--- config.mk ---
export PLATFORM = sky130hd
export DESIGN_NAME = swpc_device_flat
export DESIGN_NICKNAME = d
export VERILOG_FILES = /design/src/design/swpc_pkg.sv /design/src/design/swpc_if.sv /design/src/design/swpc_device.sv /design/src/flat_wrapper.sv
export SDC_FILE = /design/constraint.sdc
export NUM_CORES = 1
export LEC_CHECK = 0
export ABC_AREA = 1
export BUFFER_PORTS_ARGS = -buffer_cell sky130_fd_sc_hd__buf_2
export CORE_MARGIN = 2
export CORE_UTILIZATION = 58
export DETAILED_ROUTE_END_ITERATION = 16
export MAX_ROUTING_LAYER = met4
export PLACE_DENSITY = 0.86
export SYNTH_ARGS = -nofsm -noshare
export SYNTH_HDL_FRONTEND = slang
export SYNTH_SLANG_ARGS = --single-unit
--- constraint.sdc ---
create_clock -name i_clk -period 3.9 [get_ports i_clk]
set_input_delay 0.78 -clock i_clk [delete_from_list [all_inputs] [get_ports i_clk]]
set_output_delay 0.78 -clock i_clk [all_outputs]
set_load 0.02 [all_outputs]
--- src/design/swpc_pkg.sv ---
// swpc_pkg: shared constants for the standby wake and pad control block
// assumes: both ends compile this package first
package swpc_pkg;

	// ------------------------------------------------------------
	// geometry
	// ------------------------------------------------------------
	localparam int unsigned CTL_W     = 16;
	localparam int unsigned SER_W     = 8;
	localparam int unsigned GRP_N     = 4;
	localparam int unsigned CTL_SPARE = 15;

	// ------------------------------------------------------------
	// register offsets (device link and controller port)
	// ------------------------------------------------------------
	localparam logic [3:0] REG_CTRL      = 4'h0;
	localparam logic [3:0] REG_WAKE_SRC  = 4'h1;
	localparam logic [3:0] REG_PULL      = 4'h2;
	localparam logic [3:0] REG_DRIVE     = 4'h3;
	localparam logic [3:0] REG_CTL_GPIO  = 4'h4;
	localparam logic [3:0] REG_CTL_DIR   = 4'h5;
	localparam logic [3:0] REG_CTL_OUT   = 4'h6;
	localparam logic [3:0] REG_SER_GPIO  = 4'h7;
	localparam logic [3:0] REG_SER_DIR   = 4'h8;
	localparam logic [3:0] REG_SER_OUT   = 4'h9;
	localparam logic [3:0] REG_PIN_IN    = 4'ha;
	localparam logic [3:0] REG_IRQ_STAT  = 4'hb;
	localparam logic [3:0] REG_IRQ_MASK  = 4'hc;
	localparam logic [3:0] REG_DEV_CMD   = 4'hd;
	localparam logic [3:0] REG_DEV_RDATA = 4'he;

	// ------------------------------------------------------------
	// field positions
	// ------------------------------------------------------------
	localparam int unsigned CTRL_STANDBY = 0;
	localparam int unsigned CTRL_CTS_POL = 1;
	localparam int unsigned WAKE_VBUS    = 0;
	localparam int unsigned WAKE_CTS     = 1;
	localparam int unsigned WAKE_CTL0    = 2;
	localparam int unsigned WAKE_RESET   = 3;
	localparam int unsigned PULL_MODE_W  = 2;
	localparam int unsigned DRIVE_W      = 2;
	localparam int unsigned IRQ_DONE     = 0;
	localparam int unsigned IRQ_WOKE     = 1;

	// ------------------------------------------------------------
	// reset values
	// ------------------------------------------------------------
	localparam logic [31:0] RST_ZERO  = 32'h0000_0000;
	localparam logic [7:0]  RST_PULL  = 8'h55;
	localparam logic [7:0]  RST_DRIVE = 8'h00;

	typedef enum logic [1:0] {
		PULL_HIGHZ = 2'b00,
		PULL_UP    = 2'b01,
		PULL_DOWN  = 2'b10
	} swpc_pull_type;

	typedef enum logic [1:0] {
		DRV_FULL    = 2'b00,
		DRV_THREEQ  = 2'b01,
		DRV_HALF    = 2'b10,
		DRV_QUARTER = 2'b11
	} swpc_drive_type;

	typedef enum logic [1:0] {
		PWR_RUN     = 2'b00,
		PWR_ENTER   = 2'b01,
		PWR_STANDBY = 2'b10,
		PWR_WAKE    = 2'b11
	} swpc_pwr_type;

	typedef enum logic [1:0] {
		HST_IDLE = 2'b00,
		HST_WAIT = 2'b01,
		HST_TAKE = 2'b10
	} swpc_hst_type;

endpackage

--- src/design/swpc_if.sv ---
// swpc_if: register link between the external processor and the device
// assumes: one clock; device answers reads one cycle after the strobe
`timescale 1ns/1ps
`default_nettype none
interface swpc_if;
	logic        wr;
	logic        rd;
	logic [3:0]  addr;
	logic [31:0] wdata;
	logic [31:0] rdata;

	modport dev (input wr, input rd, input addr, input wdata, output rdata);
	modport host (output wr, output rd, output addr, output wdata, input rdata);
endinterface
`default_nettype wire

--- src/design/swpc_device.sv ---
// swpc_device: standby sequencer, wake sources and pad control
// assumes: link registers written by external processor or firmware;
// wake pins synchronous to i_clk; core clock gating done outside
//
// Added by the designer: the address map and the strobed register port.
`timescale 1ns/1ps
`default_nettype none

module swpc_device #(
	parameter int unsigned CTL_W = swpc_pkg::CTL_W,
	parameter int unsigned SER_W = swpc_pkg::SER_W
) (
	input  wire logic             i_clk,
	input  wire logic             i_rst_n,
	swpc_if.dev                   lnk,
	input  wire logic             i_fw_wr,
	input  wire logic [3:0]       i_fw_addr,
	input  wire logic [31:0]      i_fw_wdata,
	input  wire logic             i_vbus_det,
	input  wire logic             i_uart_cts,
	input  wire logic             i_ctl_in,
	input  wire logic [CTL_W-1:0] i_ctl_pin,
	input  wire logic [SER_W-1:0] i_ser_pin,
	output logic                  o_osc_en,
	output logic                  o_pll_en,
	output logic                  o_xcvr_en,
	output logic                  o_core_pwr_en,
	output logic                  o_cpu_pc_rst,
	output logic                  o_standby,
	output logic                  o_pad_hold,
	output logic [7:0]            o_pull_mode,
	output logic [7:0]            o_drive_sel,
	output logic [CTL_W-1:0]      o_ctl_oe,
	output logic [CTL_W-1:0]      o_ctl_out,
	output logic [SER_W-1:0]      o_ser_oe,
	output logic [SER_W-1:0]      o_ser_out
);
	import swpc_pkg::*;

	// ------------------------------------------------------------
	// registers (held through standby while o_core_pwr_en powers the core down)
	// ------------------------------------------------------------
	logic             cts_pol_ff;
	logic [3:0]       wake_src_ff;
	logic [7:0]       pull_ff;
	logic [7:0]       drive_ff;
	logic [CTL_W-1:0] ctl_gpio_ff;
	logic [CTL_W-1:0] ctl_dir_ff;
	logic [CTL_W-1:0] ctl_out_ff;
	logic [SER_W-1:0] ser_gpio_ff;
	logic [SER_W-1:0] ser_dir_ff;
	logic [SER_W-1:0] ser_out_ff;
	logic [31:0]      rdata_ff;
	logic             boot_ff;
	swpc_pwr_type     pwr_ff;
	swpc_pwr_type     nxt_pwr;

	// either writer may reach the registers; processor link wins a clash
	logic        wr;
	logic [3:0]  wa;
	logic [31:0] wd;
	assign wr = lnk.wr | i_fw_wr;
	assign wa = lnk.wr ? lnk.addr : i_fw_addr;
	assign wd = lnk.wr ? lnk.wdata : i_fw_wdata;

	logic       enter_req;
	logic [3:0] wake_hit;
	assign enter_req = wr && (wa == REG_CTRL) && wd[CTRL_STANDBY];
	assign wake_hit  = {1'b0, i_ctl_in, i_uart_cts == cts_pol_ff, i_vbus_det};

	// ------------------------------------------------------------
	// power sequencer
	// ------------------------------------------------------------
	always_comb begin
		nxt_pwr = pwr_ff;
		case (pwr_ff)
			PWR_RUN:     if (enter_req) nxt_pwr = PWR_ENTER;
			PWR_ENTER:   nxt_pwr = PWR_STANDBY;
			PWR_STANDBY: if (|wake_hit) nxt_pwr = PWR_WAKE;
			PWR_WAKE:    nxt_pwr = PWR_RUN;
			default:     nxt_pwr = PWR_RUN;
		endcase
	end

	always_ff @(posedge i_clk or negedge i_rst_n) begin
		if (!i_rst_n) begin
			pwr_ff <= PWR_RUN;
		end else begin
			pwr_ff <= nxt_pwr;
		end
	end

	// power switches are registered so pins never glitch
	always_ff @(posedge i_clk or negedge i_rst_n) begin
		if (!i_rst_n) begin
			o_osc_en      <= 1'b1;
			o_pll_en      <= 1'b1;
			o_xcvr_en     <= 1'b1;
			o_core_pwr_en <= 1'b1;
			o_standby     <= 1'b0;
			o_pad_hold    <= 1'b0;
			o_cpu_pc_rst  <= 1'b1;
		end else begin
			o_osc_en      <= (nxt_pwr == PWR_RUN) || (nxt_pwr == PWR_WAKE);
			o_pll_en      <= (nxt_pwr == PWR_RUN) || (nxt_pwr == PWR_WAKE);
			o_xcvr_en     <= (nxt_pwr == PWR_RUN) || (nxt_pwr == PWR_WAKE);
			o_core_pwr_en <= (nxt_pwr == PWR_RUN) || (nxt_pwr == PWR_WAKE);
			o_standby     <= (nxt_pwr == PWR_STANDBY);
			o_pad_hold    <= (nxt_pwr == PWR_ENTER) || (nxt_pwr == PWR_STANDBY);
			// one-cycle program counter reset on the way out, also after reset
			o_cpu_pc_rst  <= (nxt_pwr == PWR_WAKE) || boot_ff;
		end
	end

	always_ff @(posedge i_clk or negedge i_rst_n) begin
		if (!i_rst_n) begin
			boot_ff <= 1'b1;
		end else begin
			boot_ff <= 1'b0;
		end
	end

	// ------------------------------------------------------------
	// wake source capture
	// ------------------------------------------------------------
	// reset wake is only knowable after the fact: flagged at power-up
	always_ff @(posedge i_clk or negedge i_rst_n) begin
		if (!i_rst_n) begin
			wake_src_ff <= 4'h8;
		end else if (pwr_ff == PWR_STANDBY && |wake_hit) begin
			wake_src_ff <= wake_hit;
		end else if (enter_req) begin
			wake_src_ff <= 4'h0;
		end
	end

	// ------------------------------------------------------------
	// configuration registers, untouched by standby
	// ------------------------------------------------------------
	always_ff @(posedge i_clk or negedge i_rst_n) begin
		if (!i_rst_n) begin
			cts_pol_ff  <= 1'b0;
			pull_ff     <= RST_PULL;
			drive_ff    <= RST_DRIVE;
			ctl_gpio_ff <= '0;
			ctl_dir_ff  <= '0;
			ctl_out_ff  <= '0;
			ser_gpio_ff <= '0;
			ser_dir_ff  <= '0;
			ser_out_ff  <= '0;
		end else if (wr) begin
			case (wa)
				REG_CTRL:     cts_pol_ff  <= wd[CTRL_CTS_POL];
				REG_PULL:     pull_ff     <= wd[7:0];
				REG_DRIVE:    drive_ff    <= wd[7:0];
				REG_CTL_GPIO: ctl_gpio_ff <= wd[CTL_W-1:0];
				REG_CTL_DIR:  ctl_dir_ff  <= wd[CTL_W-1:0];
				REG_CTL_OUT:  ctl_out_ff  <= wd[CTL_W-1:0];
				REG_SER_GPIO: ser_gpio_ff <= wd[SER_W-1:0];
				REG_SER_DIR:  ser_dir_ff  <= wd[SER_W-1:0];
				REG_SER_OUT:  ser_out_ff  <= wd[SER_W-1:0];
				default: ;
			endcase
		end
	end

	// ------------------------------------------------------------
	// pad drive; outputs freeze while held
	// ------------------------------------------------------------
	logic [CTL_W-1:0] ctl_gpio_ok;
	genvar g;
	generate
		for (g = 0; g < CTL_W; g++) begin : g_ctl
			// the top control line is never released to software
			assign ctl_gpio_ok[g] = (g == CTL_SPARE) ? 1'b0 : ctl_gpio_ff[g];
		end
	endgenerate

	always_ff @(posedge i_clk or negedge i_rst_n) begin
		if (!i_rst_n) begin
			o_pull_mode <= RST_PULL;
			o_drive_sel <= RST_DRIVE;
			o_ctl_oe    <= '0;
			o_ctl_out   <= '0;
			o_ser_oe    <= '0;
			o_ser_out   <= '0;
		end else if (!o_pad_hold) begin
			o_pull_mode <= pull_ff;
			o_drive_sel <= drive_ff;
			o_ctl_oe    <= ctl_gpio_ok & ctl_dir_ff;
			o_ctl_out   <= ctl_gpio_ok & ctl_out_ff;
			o_ser_oe    <= ser_gpio_ff & ser_dir_ff;
			o_ser_out   <= ser_gpio_ff & ser_out_ff;
		end
	end

	// ------------------------------------------------------------
	// read port
	// ------------------------------------------------------------
	always_ff @(posedge i_clk or negedge i_rst_n) begin
		if (!i_rst_n) begin
			rdata_ff <= RST_ZERO;
		end else if (lnk.rd) begin
			case (lnk.addr)
				REG_CTRL:     rdata_ff <= {30'h0, cts_pol_ff, o_standby};
				REG_WAKE_SRC: rdata_ff <= {28'h0, wake_src_ff};
				REG_PULL:     rdata_ff <= {24'h0, pull_ff};
				REG_DRIVE:    rdata_ff <= {24'h0, drive_ff};
				REG_CTL_GPIO: rdata_ff <= 32'(ctl_gpio_ok);
				REG_CTL_DIR:  rdata_ff <= 32'(ctl_dir_ff);
				REG_CTL_OUT:  rdata_ff <= 32'(ctl_out_ff);
				REG_SER_GPIO: rdata_ff <= 32'(ser_gpio_ff);
				REG_SER_DIR:  rdata_ff <= 32'(ser_dir_ff);
				REG_SER_OUT:  rdata_ff <= 32'(ser_out_ff);
				REG_PIN_IN:   rdata_ff <= 32'({i_ser_pin, i_ctl_pin});
				default:      rdata_ff <= RST_ZERO;
			endcase
		end else begin
			rdata_ff <= RST_ZERO;
		end
	end
	assign lnk.rdata = rdata_ff;

endmodule
`default_nettype wire

--- src/flat_wrapper.sv ---
// flat-port wrapper written by rule: the top's interface ports become plain ports
module swpc_device_flat import swpc_pkg::*;
#(
	parameter int unsigned CTL_W = swpc_pkg::CTL_W,
	parameter int unsigned SER_W = swpc_pkg::SER_W
)
  (i_clk, i_rst_n, i_fw_wr, i_fw_addr, i_fw_wdata, i_vbus_det, i_uart_cts, i_ctl_in, i_ctl_pin, i_ser_pin, o_osc_en, o_pll_en, o_xcvr_en, o_core_pwr_en, o_cpu_pc_rst, o_standby, o_pad_hold, o_pull_mode, o_drive_sel, o_ctl_oe, o_ctl_out, o_ser_oe, o_ser_out, lnk_wr, lnk_rd, lnk_addr, lnk_wdata, lnk_rdata);
  swpc_if lnk_i ();
  input  wire logic i_clk;
  input  wire logic i_rst_n;
  input  wire logic i_fw_wr;
  input  wire logic [3:0] i_fw_addr;
  input  wire logic [31:0] i_fw_wdata;
  input  wire logic i_vbus_det;
  input  wire logic i_uart_cts;
  input  wire logic i_ctl_in;
  input  wire logic [CTL_W-1:0] i_ctl_pin;
  input  wire logic [SER_W-1:0] i_ser_pin;
  output logic o_osc_en;
  output logic o_pll_en;
  output logic o_xcvr_en;
  output logic o_core_pwr_en;
  output logic o_cpu_pc_rst;
  output logic o_standby;
  output logic o_pad_hold;
  output logic [7:0] o_pull_mode;
  output logic [7:0] o_drive_sel;
  output logic [CTL_W-1:0] o_ctl_oe;
  output logic [CTL_W-1:0] o_ctl_out;
  output logic [SER_W-1:0] o_ser_oe;
  output logic [SER_W-1:0] o_ser_out;
  input wire logic [$bits(lnk_i.wr)-1:0] lnk_wr;
  input wire logic [$bits(lnk_i.rd)-1:0] lnk_rd;
  input wire logic [$bits(lnk_i.addr)-1:0] lnk_addr;
  input wire logic [$bits(lnk_i.wdata)-1:0] lnk_wdata;
  output wire logic [$bits(lnk_i.rdata)-1:0] lnk_rdata;
  assign lnk_i.wr = lnk_wr;
  assign lnk_i.rd = lnk_rd;
  assign lnk_i.addr = lnk_addr;
  assign lnk_i.wdata = lnk_wdata;
  assign lnk_rdata = lnk_i.rdata;
  swpc_device #(.CTL_W(CTL_W), .SER_W(SER_W)) u_core (.i_clk(i_clk), .i_rst_n(i_rst_n), .lnk(lnk_i), .i_fw_wr(i_fw_wr), .i_fw_addr(i_fw_addr), .i_fw_wdata(i_fw_wdata), .i_vbus_det(i_vbus_det), .i_uart_cts(i_uart_cts), .i_ctl_in(i_ctl_in), .i_ctl_pin(i_ctl_pin), .i_ser_pin(i_ser_pin), .o_osc_en(o_osc_en), .o_pll_en(o_pll_en), .o_xcvr_en(o_xcvr_en), .o_core_pwr_en(o_core_pwr_en), .o_cpu_pc_rst(o_cpu_pc_rst), .o_standby(o_standby), .o_pad_hold(o_pad_hold), .o_pull_mode(o_pull_mode), .o_drive_sel(o_drive_sel), .o_ctl_oe(o_ctl_oe), .o_ctl_out(o_ctl_out), .o_ser_oe(o_ser_oe), .o_ser_out(o_ser_out));
endmodule
* After elaboration in Yosys (flattened, before gate mapping) *
Cells that the tools add are included.

word-level totals
  ROM bits = 0
  latch bits = 0
  memories kept = 0
  output and inout bits = 103
  register bits after elaboration = 187
  memory bits (writable) = 0

cells by class
  add/sub/neg operators = 0
  equality and inequality tests = 25
  bitwise logic cells = 5
  div/mod/pow operators = 0
  magnitude comparators = 0
  muxes and demuxes = 9
  reduce and logical (&&, ||, !) cells = 21
  shift-type cells = 0
  $mul = 0

operators with widths
  operator                                              number
  case mux 24 bit (11 select lines)                     1
  bitwise AND 15 x 16 -> 16 bit                         2
  equality test 4 x 3 -> 1 bit (second input constant)  8
  two-way mux 24 bit                                    1
  equality test 4 bit (second input constant)           5
  AND reduction 2 bit                                   9
  bitwise AND 8 bit                                     2
  equality test 4 x 2 -> 1 bit (second input constant)  4
  two-way mux 16 bit                                    1
  two-way mux 4 bit                                     3
  equality test 2 bit (second input constant)           4
  logical NOT 4 bit                                     2
  case mux 2 bit (4 select lines)                       1
  equality test 2 x 1 -> 1 bit (second input constant)  2
  equality test 4 x 1 -> 1 bit (second input constant)  1
  logical NOT 2 bit                                     2
  two-way mux 2 bit                                     2
  logical AND 1 bit                                     3
  logical OR 1 bit                                      3
  OR reduction 3 bit                                    1
  nonzero test 2 bit                                    1
  equality test 1 bit                                   1
  OR 1 bit                                              1

* Depth between registers and ports, before layout *
  depth in word-level cells = 8
  mapped depth = 11
  depth with buffers taken out = 9

* Worst setup path before layout *
No wires, ideal clock.

  path kind = input to register
  from = input port lnk_wr
  to = register u_core.o_pad_hold
  arrival time = 1.813 ns
  setup slack = 1.973 ns
  required time = 3.786 ns
  buffers on the path = 1
  stages = 10
  cell sequence = inv_2 buf_6 nand2_4 nand3_1 nor2_4 nand4_1 nand3_1 inv_1 ha_1 inv_1

between the ends
  longest elaborated chain between the ends = 8
  elaborated cells between the ends (all ways) = 11

RTL lines
  element                                                              line                text
  start: declaration                                                   flat_wrapper.sv:32  input wire logic [$bits(lnk_i.wr)-1:0] lnk_wr;
  two-way mux 4 bit                                                    swpc_device.sv:63   assign wa = lnk.wr ? lnk.addr : i_fw_addr;
  logical NOT 4 bit                                                    swpc_device.sv:68   assign enter_req = wr && (wa == REG_CTRL) && wd[CTRL_STANDBY];
  logical AND 1 bit                                                    swpc_device.sv:68
  logical AND 1 bit *                                                  swpc_device.sv:68
  two-way mux 2 bit *                                                  swpc_device.sv:77   PWR_RUN: if (enter_req) nxt_pwr = PWR_ENTER;
  case mux 2 bit (4 select lines) *                                    swpc_device.sv:76   case (pwr_ff)
  via u_core.nxt_pwr[0]                                                swpc_device.sv:56   swpc_pwr_type nxt_pwr;
  equality test 2 x 1 -> 1 bit or equality test 2 bit (tied branches)  swpc_device.sv:109  o_pad_hold <= (nxt_pwr == PWR_ENTER) || (nxt_pwr == PWR_STANDBY);
  logical OR 1 bit *                                                   swpc_device.sv:109
  end signal: assignment                                               swpc_device.sv:109
  end: declaration                                                     swpc_device.sv:30   output logic o_pad_hold,

Mark *: on every way through the listed nets, which the timed path passes. The rest lies on a longest branch.
A chain may end at the register's enable or synchronous reset.

* Worst setup path after layout *
  from = register u_core.o_pad_hold
  to = output port o_pad_hold

RTL lines
  element           line                text
  end: declaration  flat_wrapper.sv:25  output logic o_pad_hold;

No word-level cell between the ends.

==> results.sh <==
export IMPL_finalSetupTns_ps=0
export IMPL_num_vias=7491
export IMPL_final_area_um2=9850
export IMPL_wl_um=22800
export IMPL_wire_per_inst_um=17.2
export IMPL_clkSinkCount=185
export IMPL_gp_congestion=0.945
export IMPL_grt_setup_unrepaired="false"
export IMPL_drive_above_1_share_pct=23.2
export IMPL_fin_cells=1329
export IMPL_syn_to_final_growth_pct=17.5
export IMPL_nets=1244
export IMPL_n_fill_cell=1042
export IMPL_worstPathArrival_ps=1350
export IMPL_critical_path_class="reg2out"
export IMPL_timing_hold_ws_ps=356
export IMPL_max_freq_mhz=470
export IMPL_cts_resized_gates=0
export IMPL_viasPerCell=5.64
export IMPL_max_slew_margin_rel_pct=23.6
export IMPL_avgSynthCellArea_um2=8.54
export IMPL_first_pass_iters=5
export IMPL_pre_cts_ws_ps=1390
export IMPL_total_power_mw=6.57
export IMPL_die_w_um=124
export IMPL_drc=0
export IMPL_synth_seq_area_share_pct=55.4
export IMPL_io_buffers=164
export IMPL_numCtsBuffers=17
export IMPL_hold_path_class="in2async"
export IMPL_gr_total_overflow=0
export IMPL_dpl_cell_area_um2=9260
export IMPL_worstPathRequired_ps=3120
export IMPL_h_tree_depth=4
export IMPL_crit_fanout=35
export IMPL_regArea_um2=4650
export IMPL_worstMarginPinSlew_ps=1140
export IMPL_cap_violations=0
export IMPL_clkLatencyLatePin_ps=430
export IMPL_synth_cell_area_um2=8390
export IMPL_synth_main_ff_cell="dfrtp_1"
export IMPL_netlist_instances=982
export IMPL_ios=207
export IMPL_post_cts_repair_setup_buffers=0
export IMPL_antenna_cells=0
export IMPL_setup_viol=0
export IMPL_final_hold_viol_count=0
export IMPL_clkTransAtPathRegs_ps=70
export IMPL_antenna_left=0
export IMPL_rows=43
export IMPL_leakage_nw=5.39
export IMPL_holdBufCountCts=0
export IMPL_die_area_um2=15400
export IMPL_outcome="completed"
export IMPL_die_h_um=124
export IMPL_grt_pass1_wl_um=37800
export IMPL_antenna_found_initial=0
export IMPL_grt_pass1_vias=7406
export IMPL_slew_viol_final=0
export IMPL_async_reset_ff_share_pct=100
export IMPL_core_area_um2=14000
export IMPL_yosysWarnings=0
export IMPL_grt_max_degree=79
export IMPL_fin_crit_ps=2130
export IMPL_root_buffer="clkbuf_16"
export IMPL_max_vdd_ir_drop_v=0.000383
export IMPL_period_share_pct=54.5
export IMPL_endpoint_kind="primary output"
export IMPL_power_density_nw_per_um2=666
export IMPL_synth_seq_cells=185
export IMPL_rrSetupSlack_ps=2050
export IMPL_cp_start_kind="register"
export IMPL_synth_edf_count=0
export IMPL_clockBufferDepth=2
export IMPL_multi_input_area_um2=3180
export IMPL_dp_final_hpwl_um=15500
export IMPL_grt_usage_pct=31.6
export IMPL_start_util_pct=60.0
export IMPL_cts_tree="yes"
export IMPL_place_inst=1297
export IMPL_post_route_util_pct=70.4
export IMPL_skew_ps=10.9
export IMPL_yosysUniqueCellTypes=36
export IMPL_drt_iter0_drc=909
export IMPL_worst_slack_ps=1770
[worst max-delay path, cell delays in order, from the launching register on]
cell and delay [ps]:
dfrtp_2 350, buf_4 330, buf_2 240
[where the power goes]
part	total, mW	switching (mW)	leakage (nW)	internal, mW
sequential	2.89	0.372	2.38	2.52
clock	1.75	0.708	0.278	1.04
combinational	1.92	1.33	2.74	0.593
[cell families (layout without fill, tap and decap cells)]
logic type                 Yosys count  count (layout)  share of synthesized area, %
DFF                                185             185                          55.4
other                                1              11                        0.0447
and+or+nand+nor                    544             544                          28.1
xor gates and xnor gates             1               1                         0.104
buffers and inverters              123             280                          7.16
AOI/OAI and AO/OA                  124             124                          8.58
adders and majority gates            4               4                         0.597
[area by class of cell]
class	instances	area share [%]
sequential	185	47.1
multi-input combinational	684	32.3
timing repair buffer	176	9.43
clock buffer	25	4.83
inverter	72	2.77
tap	180	2.29
clock inverter	7	1.23
[Yosys cell counts, types with 2 or more instances]
cell,n,share of area (%)
dfrtp_1,173,52
nand2_4,8,1.1
nor2_1,57,2.6
inv_1,63,2.8
o21ai_0,57,3.4
ha_1,4,0.60
buf_2,7,0.42
nand2_1,360,16
nand2_2,7,0.52
inv_2,7,0.31
nor2_4,7,0.94
o22ai_1,7,0.52
o21ai_2,14,1.5
clkbuf_1,20,0.89
a21oi_1,3,0.18
buf_6,10,1.3
nor2_8,2,0.48
buf_4,14,1.3
nand3_1,94,5.6
o21ai_1,28,1.7
dfstp_2,12,3.8
o31ai_1,14,1.3
[cell usage in the layout, fill, tap and decap left out, types with 2 or more instances in the layout]
| cell | instances |
|---|---|
| nor2_2 | 2 |
| o21ai_1 | 28 |
| nand2_2 | 7 |
| nand2_1 | 360 |
| o31ai_1 | 14 |
| inv_2 | 7 |
| buf_2 | 163 |
| inv_1 | 63 |
| bufinv_16 | 3 |
| nand3_1 | 94 |
| dfstp_2 | 12 |
| clkinvlp_4 | 3 |
| nand2_4 | 8 |
| ha_1 | 4 |
| nor2_1 | 56 |
| clkbuf_8 | 2 |
| o21ai_2 | 14 |
| clkbuf_1 | 6 |
| o21ai_0 | 57 |
| nor2_8 | 2 |
| nor2_4 | 7 |
| clkbuf_16 | 17 |
| a21oi_1 | 3 |
| conb_1 | 11 |
| buf_4 | 11 |
| dfrtp_1 | 172 |
| o22ai_1 | 7 |
[registers in the layout, indices dropped and copies added (netlist names), 2 cells and up]
name / count
u_core.ser_gpio_ff: 8
u_core.o_ser_out: 8
u_core.drive_ff: 8
u_core.ctl_dir_ff: 16
u_core.pull_ff: 8
u_core.o_drive_sel: 8
u_core.lnk.rdata: 24
u_core.o_ctl_oe: 15
u_core.o_pull_mode: 8
u_core.ser_dir_ff: 8
u_core.pwr_ff: 2
u_core.ser_out_ff: 8
u_core.ctl_out_ff: 16
u_core.o_ctl_out: 15
u_core.o_ser_oe: 8
u_core.ctl_gpio_ff: 15
u_core.wake_src_ff: 4
[final timing paths]
check                                       from                    end  cells past startpoint
setup / recovery               u_core.o_pad_hold             o_pad_hold                      2
hold / removal                           i_rst_n    u_core.lnk.rdata[9]                      1
setup reg to reg               u_core.o_pad_hold     u_core.o_ctl_oe[0]                      4
hold reg to reg            u_core.o_pull_mode[0]  u_core.o_pull_mode[0]                      2
max in group asynchronous                i_rst_n     u_core.o_ctl_oe[5]                      2
min in group i_clk         u_core.o_pull_mode[0]  u_core.o_pull_mode[0]                      2
[routing by layer]
layer	GRT usage [%]	wire length (µm)	vias to the layer above
li1	-	-	3409
met1	40.9	8600	3534
met2	48.5	11000	450
met3	5.71	2180	98
met4	15.7	1030	0
met5	-	0	-
(Power assumes the default switching activity.)
